==> src/core/sbe_defines.vh <==
// Shared widths, field positions and reset values for the system bus block
`ifndef SBE_DEFINES_VH
`define SBE_DEFINES_VH

`define SBE_AD_W 32
`define SBE_CMD_W 5
`define SBE_HI_W 4
`define SBE_CHK_W 4
`define SBE_TOUT_W 16
`define SBE_TOUT_RST 16'hFFFF
`define SBE_AD_ZERO 32'h0000_0000
`define SBE_HI_ZERO 4'h0
`define SBE_CHK_ZERO 4'h0

// Command bus bit 4 tells address cycle (0) from data cycle (1)
`define SBE_CMD_DATA 4
// Data identifier fields in command bits 3:0
`define SBE_ID_LAST 3
`define SBE_ID_RESP 2
`define SBE_ID_ERR 1
`define SBE_ID_NOCHK 0
// Identifier sent with processor write data: final, not response, good, checked
`define SBE_WR_ID 4'h4

`endif

==> src/core/sbe_rd_timeout.v <==
// Read reply timeout counter
`timescale 1ns/1ps
`include "sbe_defines.vh"
module sbe_rd_timeout #(
   parameter CW = `SBE_TOUT_W
) (
   input wire i_core_clk,           // System interface clock
   input wire i_reset,              // Async reset, active high
   input wire i_start,              // Read request issued
   input wire i_stop,               // Read reply complete
   input wire i_enable,             // Counter enable
   input wire i_native_mode,        // High: counter inoperative
   input wire [CW-1:0] i_period,    // Loaded period
   output reg o_expired             // One-cycle timeout pulse
);
   reg [CW-1:0] count;
   reg active;

   // Zero period fires at once whatever the enable, as the hardware does
   always @(posedge i_core_clk or posedge i_reset) begin
      if (i_reset) begin
         count <= {CW{1'b0}};
         active <= 1'b0;
         o_expired <= 1'b0;
      end else begin
         o_expired <= 1'b0;
         if (i_native_mode || i_stop) begin
            active <= 1'b0;
         end else if (i_start) begin
            count <= i_period;
            active <= 1'b1;
            if (i_period == {CW{1'b0}}) begin
               o_expired <= 1'b1;
               active <= 1'b0;
            end
         end else if (active && i_enable) begin
            count <= count - {{(CW-1){1'b0}}, 1'b1};
            if (count == {{(CW-1){1'b0}}, 1'b1}) begin
               o_expired <= 1'b1;
               active <= 1'b0;
            end
         end
      end
   end
endmodule // sbe_rd_timeout

==> src/core/sbe_sysif.v <==
// System interface handshake engine with read data error handling
`timescale 1ns/1ps
`include "sbe_defines.vh"

// Function
// - In native mode, a check-bit failure in checked read data raises bus error, any refill element.
// - Bad good-data flag raises bus error two cycles after data arrives.
// - Check-bit failure raises bus error three cycles after response data arrives.
// - Bus error during block refill marks the cache line invalid.
// - Good-data and check-bit errors look identical to software.
// - Protocol select low picks alternate handshake mode, high native mode.
// - Alternate mode offers no protocol-error flag.
// - Internal counter raises bus error when a read reply never arrives.
// - Timeout period 16 bits, default all ones, enable-gated unless zero, off when select high.
// - Alternate mode drives upper command, check bits and parity low.
// - Alternate mode drives read-ready line constantly low.
// - 32-bit shared address/data bus and 5-bit shared command bus.
// - Valid-out asserted only while driving valid address/data and command.
// - Mastership output low tells agent it may take the bus.
// - Command bus top bit marks address cycle low, data cycle high.
module sbe_sysif #(
   parameter CNT_W = 4
) (
   input wire i_core_clk,                          // System interface clock
   input wire i_reset,                             // Async reset, active high
   input wire i_protocol_select_pin,               // Strap, low = alternate mode
   input wire [`SBE_TOUT_W-1:0] i_read_timeout_period, // Timeout period, default all ones
   input wire i_read_timeout_enable,               // Timeout counter enable
   input wire i_req_valid,                         // Core request present
   input wire i_req_write,                         // 1 write, 0 read
   input wire [3:0] i_req_cmd,                     // Command for address cycle
   input wire [`SBE_AD_W-1:0] i_req_addr,          // Physical address
   input wire [`SBE_AD_W-1:0] i_req_wdata,         // Write data word
   input wire [CNT_W-1:0] i_req_words,             // Read words, 1 = single
   output reg o_req_ready,                         // Request taken this cycle
   output reg [`SBE_AD_W-1:0] o_rd_data,           // Read response word
   output reg o_rd_valid,                          // Read word pulse
   output reg o_rd_last,                           // Last word of reply
   output reg o_bus_error,                         // Bus error exception pulse
   output reg o_line_invalid,                      // Refill line to be invalidated
   input wire [`SBE_AD_W-1:0] i_sys_addr_data_bus, // Address/data pin in
   output reg [`SBE_AD_W-1:0] o_sys_addr_data_bus, // Address/data pin out
   output reg o_sys_addr_data_bus_oe,              // Address/data drive enable
   input wire [`SBE_CMD_W-1:0] i_sys_command_bus,  // Command pin in
   output reg [`SBE_CMD_W-1:0] o_sys_command_bus,  // Command pin out
   output reg o_sys_command_bus_oe,                // Command drive enable
   output reg [`SBE_HI_W-1:0] o_sys_command_hi,    // Upper command lines
   input wire [`SBE_CHK_W-1:0] i_data_check_bits,  // Check bits in (native)
   output reg [`SBE_CHK_W-1:0] o_data_check_bits,  // Check bits out
   output reg o_data_check_bits_oe,                // Check bits drive enable
   output reg o_command_parity,                    // Command parity line
   output reg o_read_ready_n,                      // Read-ready line out
   output reg o_read_ready_oe,                     // Read-ready drive enable
   input wire i_ext_valid_in_n,                    // Agent valid, low active
   output reg o_proc_valid_out_n,                  // Processor valid, low active
   input wire i_ext_bus_rqst_n,                    // Agent bus request, low active
   output reg o_proc_mastership_release_n,         // Bus released, low active
   input wire i_ext_accept_ready_n                 // Agent accept-ok, low active
);
   localparam ST_IDLE = 5'b00001;
   localparam ST_WADDR = 5'b00010;
   localparam ST_WDATA = 5'b00100;
   localparam ST_RWAIT = 5'b01000;
   localparam ST_EXT = 5'b10000;

   reg mode_s1;
   reg mode_s2;
   reg in_valid_n;
   reg in_rqst_n;
   reg in_accept_n;
   reg [`SBE_CMD_W-1:0] in_cmd;
   reg [`SBE_AD_W-1:0] in_ad;
   reg [`SBE_CHK_W-1:0] in_chk;
   reg [4:0] state;
   reg [CNT_W-1:0] words_left;
   reg refill;
   reg [`SBE_AD_W-1:0] wdata_hold;
   reg [1:0] err_sr;
   reg [1:0] inv_sr;
   reg tout_start;
   reg tout_stop;
   wire alt_mode;
   wire rsp_word;
   wire gd_err;
   wire chk_err;
   wire last_word;
   wire tout_hit;
   wire [`SBE_CHK_W-1:0] chk_calc;

   // Strap from the pin: two flops before anything looks at it
   always @(posedge i_core_clk or posedge i_reset) begin
      if (i_reset) begin
         mode_s1 <= 1'b1;
         mode_s2 <= 1'b1;
      end else begin
         mode_s1 <= i_protocol_select_pin;
         mode_s2 <= mode_s1;
      end
   end

   assign alt_mode = ~mode_s2;

   // Input registers; bus is register to register on the interface clock
   always @(posedge i_core_clk or posedge i_reset) begin
      if (i_reset) begin
         in_valid_n <= 1'b1;
         in_rqst_n <= 1'b1;
         in_accept_n <= 1'b1;
         in_cmd <= {`SBE_CMD_W{1'b0}};
         in_ad <= `SBE_AD_ZERO;
         in_chk <= `SBE_CHK_ZERO;
      end else begin
         in_valid_n <= i_ext_valid_in_n;
         in_rqst_n <= i_ext_bus_rqst_n;
         in_accept_n <= i_ext_accept_ready_n;
         in_cmd <= i_sys_command_bus;
         in_ad <= i_sys_addr_data_bus;
         in_chk <= i_data_check_bits;
      end
   end

   // Even parity per byte; one check bit for each byte lane
   genvar b;
   generate
      for (b = 0; b < `SBE_CHK_W; b = b + 1) begin : g_chk
         assign chk_calc[b] = ^in_ad[b*8 +: 8];
      end
   endgenerate

   // Response word seen while a read is pending; top command bit marks data
   assign rsp_word = state[3] && !in_valid_n && in_cmd[`SBE_CMD_DATA]
      && !in_cmd[`SBE_ID_RESP];
   assign gd_err = rsp_word && in_cmd[`SBE_ID_ERR];
   // Alternate mode carries no check bits, so only native mode evaluates them
   assign chk_err = rsp_word && !alt_mode && !in_cmd[`SBE_ID_NOCHK]
      && (chk_calc != in_chk);
   // Full block is awaited even after a bad element
   assign last_word = rsp_word
      && (words_left == {{(CNT_W-1){1'b0}}, 1'b1});

   sbe_rd_timeout #(
      .CW(`SBE_TOUT_W)
   ) sbe_rd_timeout_inst (
      .i_core_clk(i_core_clk),
      .i_reset(i_reset),
      .i_start(tout_start),
      .i_stop(tout_stop),
      .i_enable(i_read_timeout_enable),
      .i_native_mode(mode_s2),
      .i_period(i_read_timeout_period),
      .o_expired(tout_hit)
   );

   // Error delay line: good-data enters late so both causes meet one output
   always @(posedge i_core_clk or posedge i_reset) begin
      if (i_reset) begin
         err_sr <= 2'h0;
         inv_sr <= 2'h0;
         o_bus_error <= 1'b0;
         o_line_invalid <= 1'b0;
      end else begin
         err_sr[0] <= chk_err;
         err_sr[1] <= err_sr[0] | gd_err;
         inv_sr[0] <= chk_err & refill;
         inv_sr[1] <= inv_sr[0] | (gd_err & refill);
         // One flag for every cause; software cannot tell them apart
         o_bus_error <= err_sr[1] | tout_hit;
         o_line_invalid <= inv_sr[1] | (tout_hit & refill);
      end
   end

   // Handshake state machine; agent request wins over a new core request
   always @(posedge i_core_clk or posedge i_reset) begin
      if (i_reset) begin
         state <= ST_IDLE;
         words_left <= {CNT_W{1'b0}};
         refill <= 1'b0;
         wdata_hold <= `SBE_AD_ZERO;
         tout_start <= 1'b0;
         tout_stop <= 1'b0;
         o_req_ready <= 1'b0;
         o_rd_data <= `SBE_AD_ZERO;
         o_rd_valid <= 1'b0;
         o_rd_last <= 1'b0;
         o_sys_addr_data_bus <= `SBE_AD_ZERO;
         o_sys_addr_data_bus_oe <= 1'b0;
         o_sys_command_bus <= {`SBE_CMD_W{1'b0}};
         o_sys_command_bus_oe <= 1'b0;
         o_proc_valid_out_n <= 1'b1;
         o_proc_mastership_release_n <= 1'b1;
      end else begin
         tout_start <= 1'b0;
         tout_stop <= 1'b0;
         o_req_ready <= 1'b0;
         o_rd_valid <= 1'b0;
         o_rd_last <= 1'b0;
         o_proc_valid_out_n <= 1'b1;
         case (state)
            ST_IDLE: begin
               o_sys_addr_data_bus_oe <= 1'b1;
               o_sys_command_bus_oe <= 1'b1;
               if (!in_rqst_n) begin
                  // Hand the bus over and stop driving it
                  o_proc_mastership_release_n <= 1'b0;
                  o_sys_addr_data_bus_oe <= 1'b0;
                  o_sys_command_bus_oe <= 1'b0;
                  state <= ST_EXT;
               end else if (i_req_valid && !in_accept_n && !o_req_ready) begin
                  o_req_ready <= 1'b1;
                  o_sys_addr_data_bus <= i_req_addr;
                  o_sys_command_bus <= {1'b0, i_req_cmd};
                  o_proc_valid_out_n <= 1'b0;
                  wdata_hold <= i_req_wdata;
                  words_left <= i_req_words;
                  refill <= (i_req_words > {{(CNT_W-1){1'b0}}, 1'b1});
                  if (i_req_write) begin
                     state <= ST_WADDR;
                  end else begin
                     tout_start <= 1'b1;
                     state <= ST_RWAIT;
                  end
               end
            end
            ST_WADDR: begin
               // Data cycle follows the address cycle directly
               o_sys_addr_data_bus <= wdata_hold;
               o_sys_command_bus <= {1'b1, `SBE_WR_ID};
               o_proc_valid_out_n <= 1'b0;
               state <= ST_WDATA;
            end
            ST_WDATA: begin
               state <= ST_IDLE;
            end
            ST_RWAIT: begin
               // Agent owns the bus by default while the reply is pending
               o_sys_addr_data_bus_oe <= 1'b0;
               o_sys_command_bus_oe <= 1'b0;
               o_proc_mastership_release_n <= 1'b0;
               if (rsp_word) begin
                  o_rd_data <= in_ad;
                  o_rd_valid <= 1'b1;
                  words_left <= words_left - {{(CNT_W-1){1'b0}}, 1'b1};
               end
               if (last_word || tout_hit) begin
                  o_rd_last <= last_word;
                  tout_stop <= 1'b1;
                  o_proc_mastership_release_n <= 1'b1;
                  state <= ST_IDLE;
               end
            end
            ST_EXT: begin
               // External requests run here; bus returns once request drops and agent valid is idle
               if (in_rqst_n && in_valid_n) begin
                  o_proc_mastership_release_n <= 1'b1;
                  state <= ST_IDLE;
               end
            end
            default: begin
               state <= ST_IDLE;
            end
         endcase
      end
   end

   // Legacy pins: held low in alternate mode; no protocol-error output exists
   always @(posedge i_core_clk or posedge i_reset) begin
      if (i_reset) begin
         o_sys_command_hi <= `SBE_HI_ZERO;
         o_data_check_bits <= `SBE_CHK_ZERO;
         o_data_check_bits_oe <= 1'b1;
         o_command_parity <= 1'b0;
         o_read_ready_n <= 1'b0;
         o_read_ready_oe <= 1'b1;
      end else begin
         o_sys_command_hi <= `SBE_HI_ZERO;
         o_command_parity <= 1'b0;
         o_read_ready_n <= 1'b0;
         o_read_ready_oe <= alt_mode;
         if (alt_mode) begin
            o_data_check_bits <= `SBE_CHK_ZERO;
            o_data_check_bits_oe <= 1'b1;
         end else begin
            // Native mode: check bits driven only with the write data word
            o_data_check_bits_oe <= (state == ST_WADDR);
            o_data_check_bits <= chk_calc_w(wdata_hold);
         end
      end
   end

   // Byte-lane parity of an outgoing word
   function [`SBE_CHK_W-1:0] chk_calc_w;
      input [`SBE_AD_W-1:0] w;
      integer k;
      begin
         for (k = 0; k < `SBE_CHK_W; k = k + 1) begin
            chk_calc_w[k] = ^w[k*8 +: 8];
         end
      end
   endfunction
endmodule // sbe_sysif

==> config.mk <==
export PLATFORM = sky130hd
export DESIGN_NAME = sbe_sysif
export DESIGN_NICKNAME = d
export VERILOG_FILES = /design/src/core/sbe_rd_timeout.v /design/src/core/sbe_sysif.v
export VERILOG_INCLUDE_DIRS = /design/src /design/src/core
export SDC_FILE = /design/constraint.sdc
export NUM_CORES = 1
export LEC_CHECK = 0
export CORE_UTILIZATION = 57
export CTS_CLUSTER_DIAMETER = 120
export DETAILED_ROUTE_END_ITERATION = 8
export DONT_BUFFER_PORTS = 1
export PLACE_DENSITY_LB_ADDON = 0.12
export REMOVE_ABC_BUFFERS = 1
export SYNTH_ARGS = -nofsm -noshare
export SYNTH_HDL_FRONTEND = slang
export SYNTH_SLANG_ARGS = --single-unit
==> constraint.sdc <==
create_clock -name i_core_clk -period 4.75 [get_ports i_core_clk]
set_input_delay 0 -clock i_core_clk [delete_from_list [all_inputs] [get_ports i_core_clk]]
set_output_delay 0 -clock i_core_clk [all_outputs]
set_load 0.02 [all_outputs]
==> results.sh, run 1 <==
export IMPL_hold_worst_slack_ps=121
export IMPL_wl_per_cell_um=17.4
export IMPL_startpoint_type="flop"
export IMPL_grt_pass1_wl_mm=30.2
export IMPL_relSlewSlack=0.376
export IMPL_avgSynthCellArea_um2=10.8
export IMPL_yosysWarningCount=0
export IMPL_drc_errors=0
export IMPL_power_per_cell_area_nw_per_um2=539
export IMPL_cp_arrival_ps=3330
export IMPL_cts_setup_buffers=0
export IMPL_coreArea_um2=14000
export IMPL_maxSlewViolCount=0
export IMPL_leakage_nw=4.82
export IMPL_ys_flop_type="dfrtp_1"
export IMPL_drtPass1Iterations=5
export IMPL_post_cts_resized=0
export IMPL_clkTransAtPathRegs_ps=70
export IMPL_netlist_area_leader_share=0.556
export IMPL_syn_to_final_growth_pct=23.8
export IMPL_holdPathEnd="in_ad[23]"
export IMPL_crit_fanout=71
export IMPL_cts_buffers=17
export IMPL_cts_tree="done"
export IMPL_start_util=0.589
export IMPL_yosysTopAreaCell="dfrtp_1"
export IMPL_clockBufferDepth=2
export IMPL_final_cell_mix="184 x nand2_1, 184 x dfrtp_1, 138 x dlygate4sd3_1"
export IMPL_worst_setup_path_end_kind="flop"
export IMPL_postLayoutCoreUtil=0.730
export IMPL_synth_area_leaders="dfrtp_1 56%, nand2_1 8.3%, xnor2_1 4.2%"
export IMPL_worstSkewPairLatency_ps=430
export IMPL_synth_seq_cells=194
export IMPL_grt_max_degree=145
export IMPL_nNetsFinal=1031
export IMPL_layout_drive_gt1_share=0.0987
export IMPL_ys_seq_area_frac=0.588
export IMPL_worstReg2RegEnd="o_sys_addr_data_bus[7]"
export IMPL_hp_class="input pin to flop"
export IMPL_fin_setup_tns_ps=0
export IMPL_final_cell_area_um2=10200
export IMPL_required_ps=5090
export IMPL_synth_edf_count=0
export IMPL_multi_input_area_um2=3100
export IMPL_reg2reg_slack_ps=1760
export IMPL_ant_nets=0
export IMPL_root_buffer="clkbuf_16"
export IMPL_path_class="flop to flop"
export IMPL_wl_mm=18.8
export IMPL_r2r_start="state[4]"
export IMPL_status="complete, no violations"
export IMPL_vdd_drop_max_mv=0.377
export IMPL_fin_skew_ps=14.4
export IMPL_synthCells=763
export IMPL_via_per_inst=5.51
export IMPL_post_route_period_util=0.630
export IMPL_fillers=934
export IMPL_r2r_cells=6
export IMPL_setup_viol=0
export IMPL_worstMarginPinSlew_ps=935
export IMPL_grt_overflow=0
export IMPL_placementRows=43
export IMPL_grt_usage=0.263
export IMPL_antenna_found_initial=0
export IMPL_ioPinCount=228
export IMPL_clock_sinks=194
export IMPL_die_area_um2=15000
export IMPL_htree_levels=4
export IMPL_gp_congestion=0.821
export IMPL_min_from="i_sys_addr_data_bus[23]"
export IMPL_startpoint="state[4]"
export IMPL_vias=5969
export IMPL_hold_viol_final=0
export IMPL_port_buffers=0
export IMPL_ys_async_sr_fraction=1.00
export IMPL_fin_crit_ps=2990
export IMPL_netlist_area_um2=8280
export IMPL_cap_violations=0
export IMPL_first_iter_violations=379
export IMPL_fmax_mhz=334
export IMPL_rsz0062_at_grt="no"
export IMPL_place_hpwl_mm=11.6
export IMPL_grt_pass1_vias=6333
export IMPL_die_w_um=122
export IMPL_seqCellArea_um2=4870
export IMPL_synth_distinct_cells=64
export IMPL_whs_path_depth=1
export IMPL_placed_cell_area_um2=8290
export IMPL_die_y_um=122
==> cell families (layout without fill, tap and decap cells) <==
group,Yosys count,count (layout),share of synthesized area
compound gates,114,114,0.0851
buf+inv,54,188,0.0398
mux,33,33,0.0493
simple gates,307,307,0.165
flops,194,194,0.588
other cells,1,7,0.000453
fa+ha+maj,4,4,0.00605
xor+xnor,56,56,0.0659
==> area by class of cell <==
cell class	instances	share of cell area
sequential	194	0.475
multi-input combinational	520	0.303
timing repair buffer	143	0.138
clock buffer	20	0.0426
tap	180	0.0220
clock inverter	12	0.0131
inverter	13	0.00586
antenna	1	0.000244
==> how the worst max path moves through the flow <==
stage	slack (ps)	cells after the start	end
2_1_floorplan	-520	1	err_sr[0]
3_3_place_gp	1930	6	o_sys_addr_data_bus[22]
3_5_place_dp	1800	6	o_sys_addr_data_bus[30]
4_1_cts	1780	6	o_sys_addr_data_bus[11]
5_1_grt	1490	6	o_sys_addr_data_bus[28]
6_report	1760	6	o_sys_addr_data_bus[7]
==> synth_stat cells (all sizes together) (2+ instances only) <==
cell type / instances
o21ai: 23
nor2: 59
nor3: 14
nand2: 186
buf: 30
a211oi: 4
nand2b: 3
o21a: 2
xnor3: 4
nor2b: 5
nor4: 7
clkbuf: 11
o22ai: 4
a22oi: 4
inv: 12
a21oi: 23
mux2: 32
nand3: 10
nand4: 2
dfstp: 10
or2: 2
ha: 4
a31oi: 39
or3: 2
xor2: 12
and2: 3
a21o: 4
o22a: 3
xnor2: 40
dfrtp: 184
or4: 2
and3: 6
==> critical path, stage by stage, from the launching register on <==
cell and delay, ps:
dfrtp_1 450, nor3_4 270, and2_1 380, nand2_2 500
clkinv_2 840, nand2_1 180, a31oi_1 250
==> report_power, final <==
part | total [mW] | switching (mW) | internal (mW) | leakage, nW
Combinational | 1.42 | 0.720 | 0.704 | 2.11
Clock | 1.39 | 0.613 | 0.778 | 0.268
Sequential | 2.71 | 0.625 | 2.08 | 2.44
Total | 5.52 | 1.96 | 3.56 | 4.82
==> registers in the layout, indices dropped and copies added, names as in the netlist, 2 cells and up <==
name,flops
err_sr,2
in_ad,32
in_chk,4
in_cmd,4
inv_sr,2
o_data_check_bits,4
o_rd_data,32
o_sys_addr_data_bus,32
o_sys_command_bus,5
sbe_rd_timeout_inst.count,16
state,5
wdata_hold,32
words_left,4
==> metal layers <==
metal  wire length [um]  track usage  vias to the layer above
met5                  0            0                        -
met4                331        0.101                        0
met3               1210       0.0678                       30
met2               9560        0.450                      223
met1               7710        0.318                     2921
li1                   -            -                     2795
==> per-stage QoR <==
stage / instances / total power [mW] / worst slack, ps
6_report: 1083 / 5.52 / 1760
5_1_grt: 1082 / 5.85 / 1490
4_1_cts: 1082 / 5.53 / 1780
3_5_place_dp: 912 / 4.05 / 1800
3_3_place_gp: 912 / 3.97 / 1930
2_1_floorplan: 727 / 3.73 / -517
==> what timing repair did <==
action,in CTS,in global routing
endpoints found under the setup margin,0,0
endpoints found under the hold margin,277,0
hold buffers,138,0
No activity file was read; power rests on OpenSTA's default activity.
==> run 2: changes to the inputs <==
Clock period 4.75 ns to 2.5 ns, I/O delays scaled along.
==> run 2 against run 1 <==
Sequential power rose by 90%. Critical path depth fell by 1. Global-route usage fell by 0.13 points. Register-to-register slack got worse by 1500 ps. Die area did not move. Flip-flop and latch count did not move. Critical path type unchanged. Largest cell class unchanged.
==> results.sh, run 2 (synthesized netlist as in run 1, its figures left out) <==
export IMPL_crit_family="simple AND/OR/NAND/NOR gates"
export IMPL_slowest_delay_ps=570
export IMPL_clock_sinks=194
export IMPL_grt_usage=0.262
export IMPL_die_area_um2=15000
export IMPL_ioPinCount=228
export IMPL_status="complete, no violations"
export IMPL_fmax_mhz=451
export IMPL_ant_nets=0
export IMPL_antenna_found_initial=1
export IMPL_combPwrFrac=0.261
export IMPL_cts_buffers=17
export IMPL_post_route_period_util=0.886
export IMPL_pwr_share_clk=0.248
export IMPL_vdd_drop_max_mv=0.892
export IMPL_die_w_um=122
export IMPL_required_ps=2830
export IMPL_power_total_mw=10.5
export IMPL_coreArea_um2=14000
export IMPL_relSlewSlack=0.488
export IMPL_power_internal_mw=6.72
export IMPL_fin_skew_ps=8.96
export IMPL_cts_setup_buffers=0
export IMPL_fin_crit_ps=2220
export IMPL_via_per_inst=5.53
export IMPL_port_buffers=0
export IMPL_final_cell_mix="184 x nand2_1, 184 x dfrtp_1, 138 x dlygate4sd3_1"
export IMPL_cap_violations=0
export IMPL_final_cell_area_um2=10300
export IMPL_layout_drive_gt1_share=0.103
export IMPL_die_y_um=122
export IMPL_clkTransAtPathRegs_ps=70
export IMPL_cpMaxStageDelayCell="dlygate4sd3_1"
export IMPL_place_ws_ps=422
export IMPL_worst_setup_path_end_kind="flop"
export IMPL_start_util=0.589
export IMPL_htree_levels=4
export IMPL_rsz0062_at_grt="no"
export IMPL_crit_fanout=8
export IMPL_power_per_cell_area_nw_per_um2=1020
export IMPL_setup_viol=0
export IMPL_drtPass1Iterations=5
export IMPL_hp_class="input pin to flop"
export IMPL_power_frac_seq=0.491
export IMPL_placed_cell_area_um2=8340
export IMPL_fillers=930
export IMPL_leakage_nw=4.85
export IMPL_setup_ws_ps=284
export IMPL_first_iter_violations=382
export IMPL_critical_path_buf_inv_count=1
export IMPL_grt_pass1_vias=6110
export IMPL_grt_pass1_wl_mm=29.9
export IMPL_root_buffer="clkbuf_16"
export IMPL_drc_errors=0
export IMPL_nNetsFinal=1036
export IMPL_placementRows=43
export IMPL_worstSkewPairLatency_ps=420
export IMPL_maxSlewViolCount=0
export IMPL_hold_viol_final=0
export IMPL_crit_chain="nor4_1 > nand4b_1 > o31a_1 > dlygate4sd3_1 > nor3_1"
export IMPL_vias=6014
export IMPL_startpoint_type="flop"
export IMPL_cts_tree="done"
export IMPL_clockBufferDepth=2
export IMPL_swShare=0.358
export IMPL_grt_max_degree=74
export IMPL_place_hpwl_mm=11.9
export IMPL_worstMarginPinSlew_ps=769
export IMPL_syn_to_final_growth_pct=24.3
export IMPL_wl_per_cell_um=17.5
export IMPL_wl_mm=19.0
export IMPL_gp_congestion=0.835
export IMPL_cp_arrival_ps=2550
export IMPL_switchingPower_mw=3.75
export IMPL_grt_overflow=0
export IMPL_path_class="flop to flop"
## run 2: cell types whose count changed in the layout (fill, tap and decap cells not counted), sizes merged
cell      delta
buf          +5
clkinvlp     -2
clkbuf       +2
bufinv       -1
clkinv       -1
inv          +2
## run 2: layout make-up
type	instances	area (um^2)	share of cell area
clock buffers	22	454	0.0442
repair buffers	148	1470	0.143
diodes	1	2.50	0.000243
clock inverters	10	101	0.00986
well taps	180	225	0.0219
flip-flops and latches	194	4870	0.473
multi-input cells	520	3100	0.302
inverters	13	60.1	0.00584
## run 2: path summary, 6_finish.rpt
| path | from | endpoint | slack (ps) | cells after the start |
|---|---|---|---|---|
| min in group asynchronous | i_reset | o_rd_data[17] | 110 | 2 |
| max in group asynchronous | i_reset | o_sys_addr_data_bus[11] | 1500 | 3 |
| hold reg to reg | mode_s1 | mode_s2 | 360 | 0 |
| setup / recovery | sbe_rd_timeout_inst.count[8] | sbe_rd_timeout_inst.o_expired | 280 | 5 |
| setup reg to reg | sbe_rd_timeout_inst.count[8] | sbe_rd_timeout_inst.o_expired | 280 | 5 |
| hold / removal | i_read_timeout_period[15] | sbe_rd_timeout_inst.active | 90 | 3 |
## run 2: tightest hold or removal path, cell delays in order
cell and delay [ps]:
or4_1 80, o31a_1 140, nor4b_1 210
## run 2: timing repair
item / CTS / global route
hold endpoints to repair: 292 / 0
gates resized for setup: 0 / 0
hold buffers: 138 / 0
## run 2: per-layer routing
layer	vias up	GRT usage	wire [um]
met4	0	0.0899	281
li1	2816	-	-
met5	-	0	0
met2	240	0.442	9590
met3	21	0.0627	1270
met1	2937	0.329	7870
## run 2: metrics by stage
stage | std cells | hold slack [ps] | util | TNS (ps)
2_1_floorplan | 727 | 4.48 | - | -533750
3_3_place_gp | 917 | -77.9 | 0.594 | 0
3_5_place_dp | 917 | -71.8 | 0.594 | 0
4_1_cts | 1087 | 75.4 | 0.732 | 0
5_1_grt | 1088 | 113 | 0.732 | 0
6_report | 1088 | 89.5 | 0.732 | 0
## run 2: power by group through the flow
| stage | Sequential [mW] | Combinational, mW | Clock (mW) |
|---|---|---|---|
| floorplan | 4.97 | 2.11 | 0 |
| global placement | 5.14 | 2.42 | 0 |
| detailed placement | 5.17 | 2.53 | 0 |
| CTS | 5.13 | 2.71 | 2.63 |
| global route | 5.24 | 3.08 | 2.76 |
| finish | 5.14 | 2.73 | 2.59 |
==> run 3: changes to the inputs <==
Settings changed: CORE_MARGIN set to 4.
==> run 3 against run 2 <==
Worst setup slack worse by 97 ps. Clock skew about the same. First-iteration DRC count up 10%. Sequential share of layout area down 0.25 points.
==> results.sh, run 3 (synthesized netlist as in run 1, its figures left out) <==
export IMPL_status="complete, no violations"
export IMPL_fin_cells=1090
export IMPL_grt_pass1_wl_mm=32.2
export IMPL_clockBufferDepth=2
export IMPL_path_class="flop to flop"
export IMPL_nNetsFinal=1038
export IMPL_via_per_inst=5.61
export IMPL_clkTransAtPathRegs_ps=60
export IMPL_setup_viol=0
export IMPL_die_y_um=128
export IMPL_hold_buffers=138
export IMPL_grt_busiest_layer="met2"
export IMPL_crit_fanout=8
export IMPL_use_met3=0.0668
export IMPL_post_route_period_util=0.925
export IMPL_multi_input_area_um2=3100
export IMPL_seqCellArea_um2=4870
export IMPL_hold_viol_final=0
export IMPL_grt_usage=0.245
export IMPL_startpoint_type="flop"
export IMPL_place_ws_ps=446
export IMPL_first_iter_violations=421
export IMPL_wl_per_cell_um=18.3
export IMPL_r2r_start="sbe_rd_timeout_inst.count[8]"
export IMPL_maxSlewViolCount=0
export IMPL_use_met1=0.306
export IMPL_root_buffer="clkbuf_16"
export IMPL_holdPathEnd="sbe_rd_timeout_inst.active"
export IMPL_htree_levels=4
export IMPL_rsz0062_at_grt="no"
export IMPL_hp_class="input pin to flop"
export IMPL_worstSkewPairLatency_ps=430
export IMPL_drtPass1Iterations=7
export IMPL_port_buffers=0
export IMPL_layout_drive_gt1_share=0.108
export IMPL_power_per_cell_area_nw_per_um2=1020
export IMPL_cts_setup_buffers=0
export IMPL_fmax_mhz=432
export IMPL_cp_arrival_ps=2650
export IMPL_wl_mm=19.9
export IMPL_start_util=0.589
export IMPL_reg2reg_slack_ps=190
export IMPL_required_ps=2840
export IMPL_grt_max_degree=111
export IMPL_leakage_nw=4.87
export IMPL_worst_setup_path_end_kind="flop"
export IMPL_cts_buffers=17
export IMPL_worstReg2RegEnd="sbe_rd_timeout_inst.o_expired"
export IMPL_final_cell_mix="184 x nand2_1, 184 x dfrtp_1, 138 x dlygate4sd3_1"
export IMPL_gp_congestion=0.871
export IMPL_worstMarginPinSlew_ps=760
export IMPL_fin_skew_ps=9.18
export IMPL_fillers=930
export IMPL_clock_sinks=194
export IMPL_grt_overflow=0
export IMPL_die_area_um2=16500
export IMPL_ant_nets=0
export IMPL_grt_pass1_vias=6412
export IMPL_ioPinCount=228
export IMPL_global_route_usage_met2=0.414
export IMPL_placementRows=43
export IMPL_cap_violations=0
export IMPL_place_hpwl_mm=12.4
export IMPL_cts_tree="done"
export IMPL_vias=6116
export IMPL_post_cts_resized=0
export IMPL_antenna_found_initial=1
export IMPL_coreArea_um2=14000
export IMPL_dpl_cell_count=919
export IMPL_relSlewSlack=0.493
export IMPL_r2r_cells=5
export IMPL_whs_path_depth=3
export IMPL_syn_to_final_growth_pct=24.9
export IMPL_drc_errors=0
export IMPL_setup_ws_ps=186
export IMPL_vdd_drop_max_mv=0.677
export IMPL_power_total_mw=10.6
export IMPL_hold_worst_slack_ps=80.4
export IMPL_fin_crit_ps=2310
export IMPL_die_w_um=128
export IMPL_min_from="i_read_timeout_period[15]"
## run 3: changes by cell type in the layout (fill, tap and decap cells not counted), sizes merged
cell / change
clkinv: -1
buf: +2
clkinvlp: +2
inv: -1
## run 3: worst max path at each step
stage | from | endpoint | cells after the start
floorplan | i_reset | err_sr[0] | 1
global placement | state[4] | o_rd_data[17] | 5
detailed placement | state[4] | o_rd_data[17] | 5
CTS | sbe_rd_timeout_inst.count[8] | sbe_rd_timeout_inst.o_expired | 5
global route | sbe_rd_timeout_inst.count[8] | sbe_rd_timeout_inst.o_expired | 5
finish | sbe_rd_timeout_inst.count[8] | sbe_rd_timeout_inst.o_expired | 5
## run 3: worst max-delay path: stages (launching register included)
cell           delay (ps)
dfrtp_1               450
nor4_1                520
nand4b_1              230
o31a_1                330
dlygate4sd3_1         560
nor3_1                130
## run 3: layer usage
layer  up-vias  wire length [um]
li1       2813                 -
met1      3009              7870
met2       262             10200
met3        32              1520
met4         0               363
met5         -                 0
## run 3: area by class of cell
cell class | instances | share of cell area
timing repair buffer | 150 | 0.145
clock inverter | 10 | 0.00956
sequential | 194 | 0.471
clock buffer | 22 | 0.0468
tap | 180 | 0.0218
inverter | 13 | 0.00581
multi-input combinational | 520 | 0.300
antenna | 1 | 0.000242
## run 3: metrics by stage
step	instance area (um^2)	utilization	setup TNS (ps)
global route	10300	0.736	0
floorplan	8020	-	-533750
global placement	8370	0.596	0
CTS	10300	0.736	0
finish	10300	0.736	0
detailed placement	8370	0.596	0
## run 3: report_power, final
part	internal, mW	total [mW]	switching [mW]
clock network	1.49	2.65	1.16
logic	1.37	2.77	1.40
registers	3.95	5.16	1.20
total	6.81	10.6	3.76
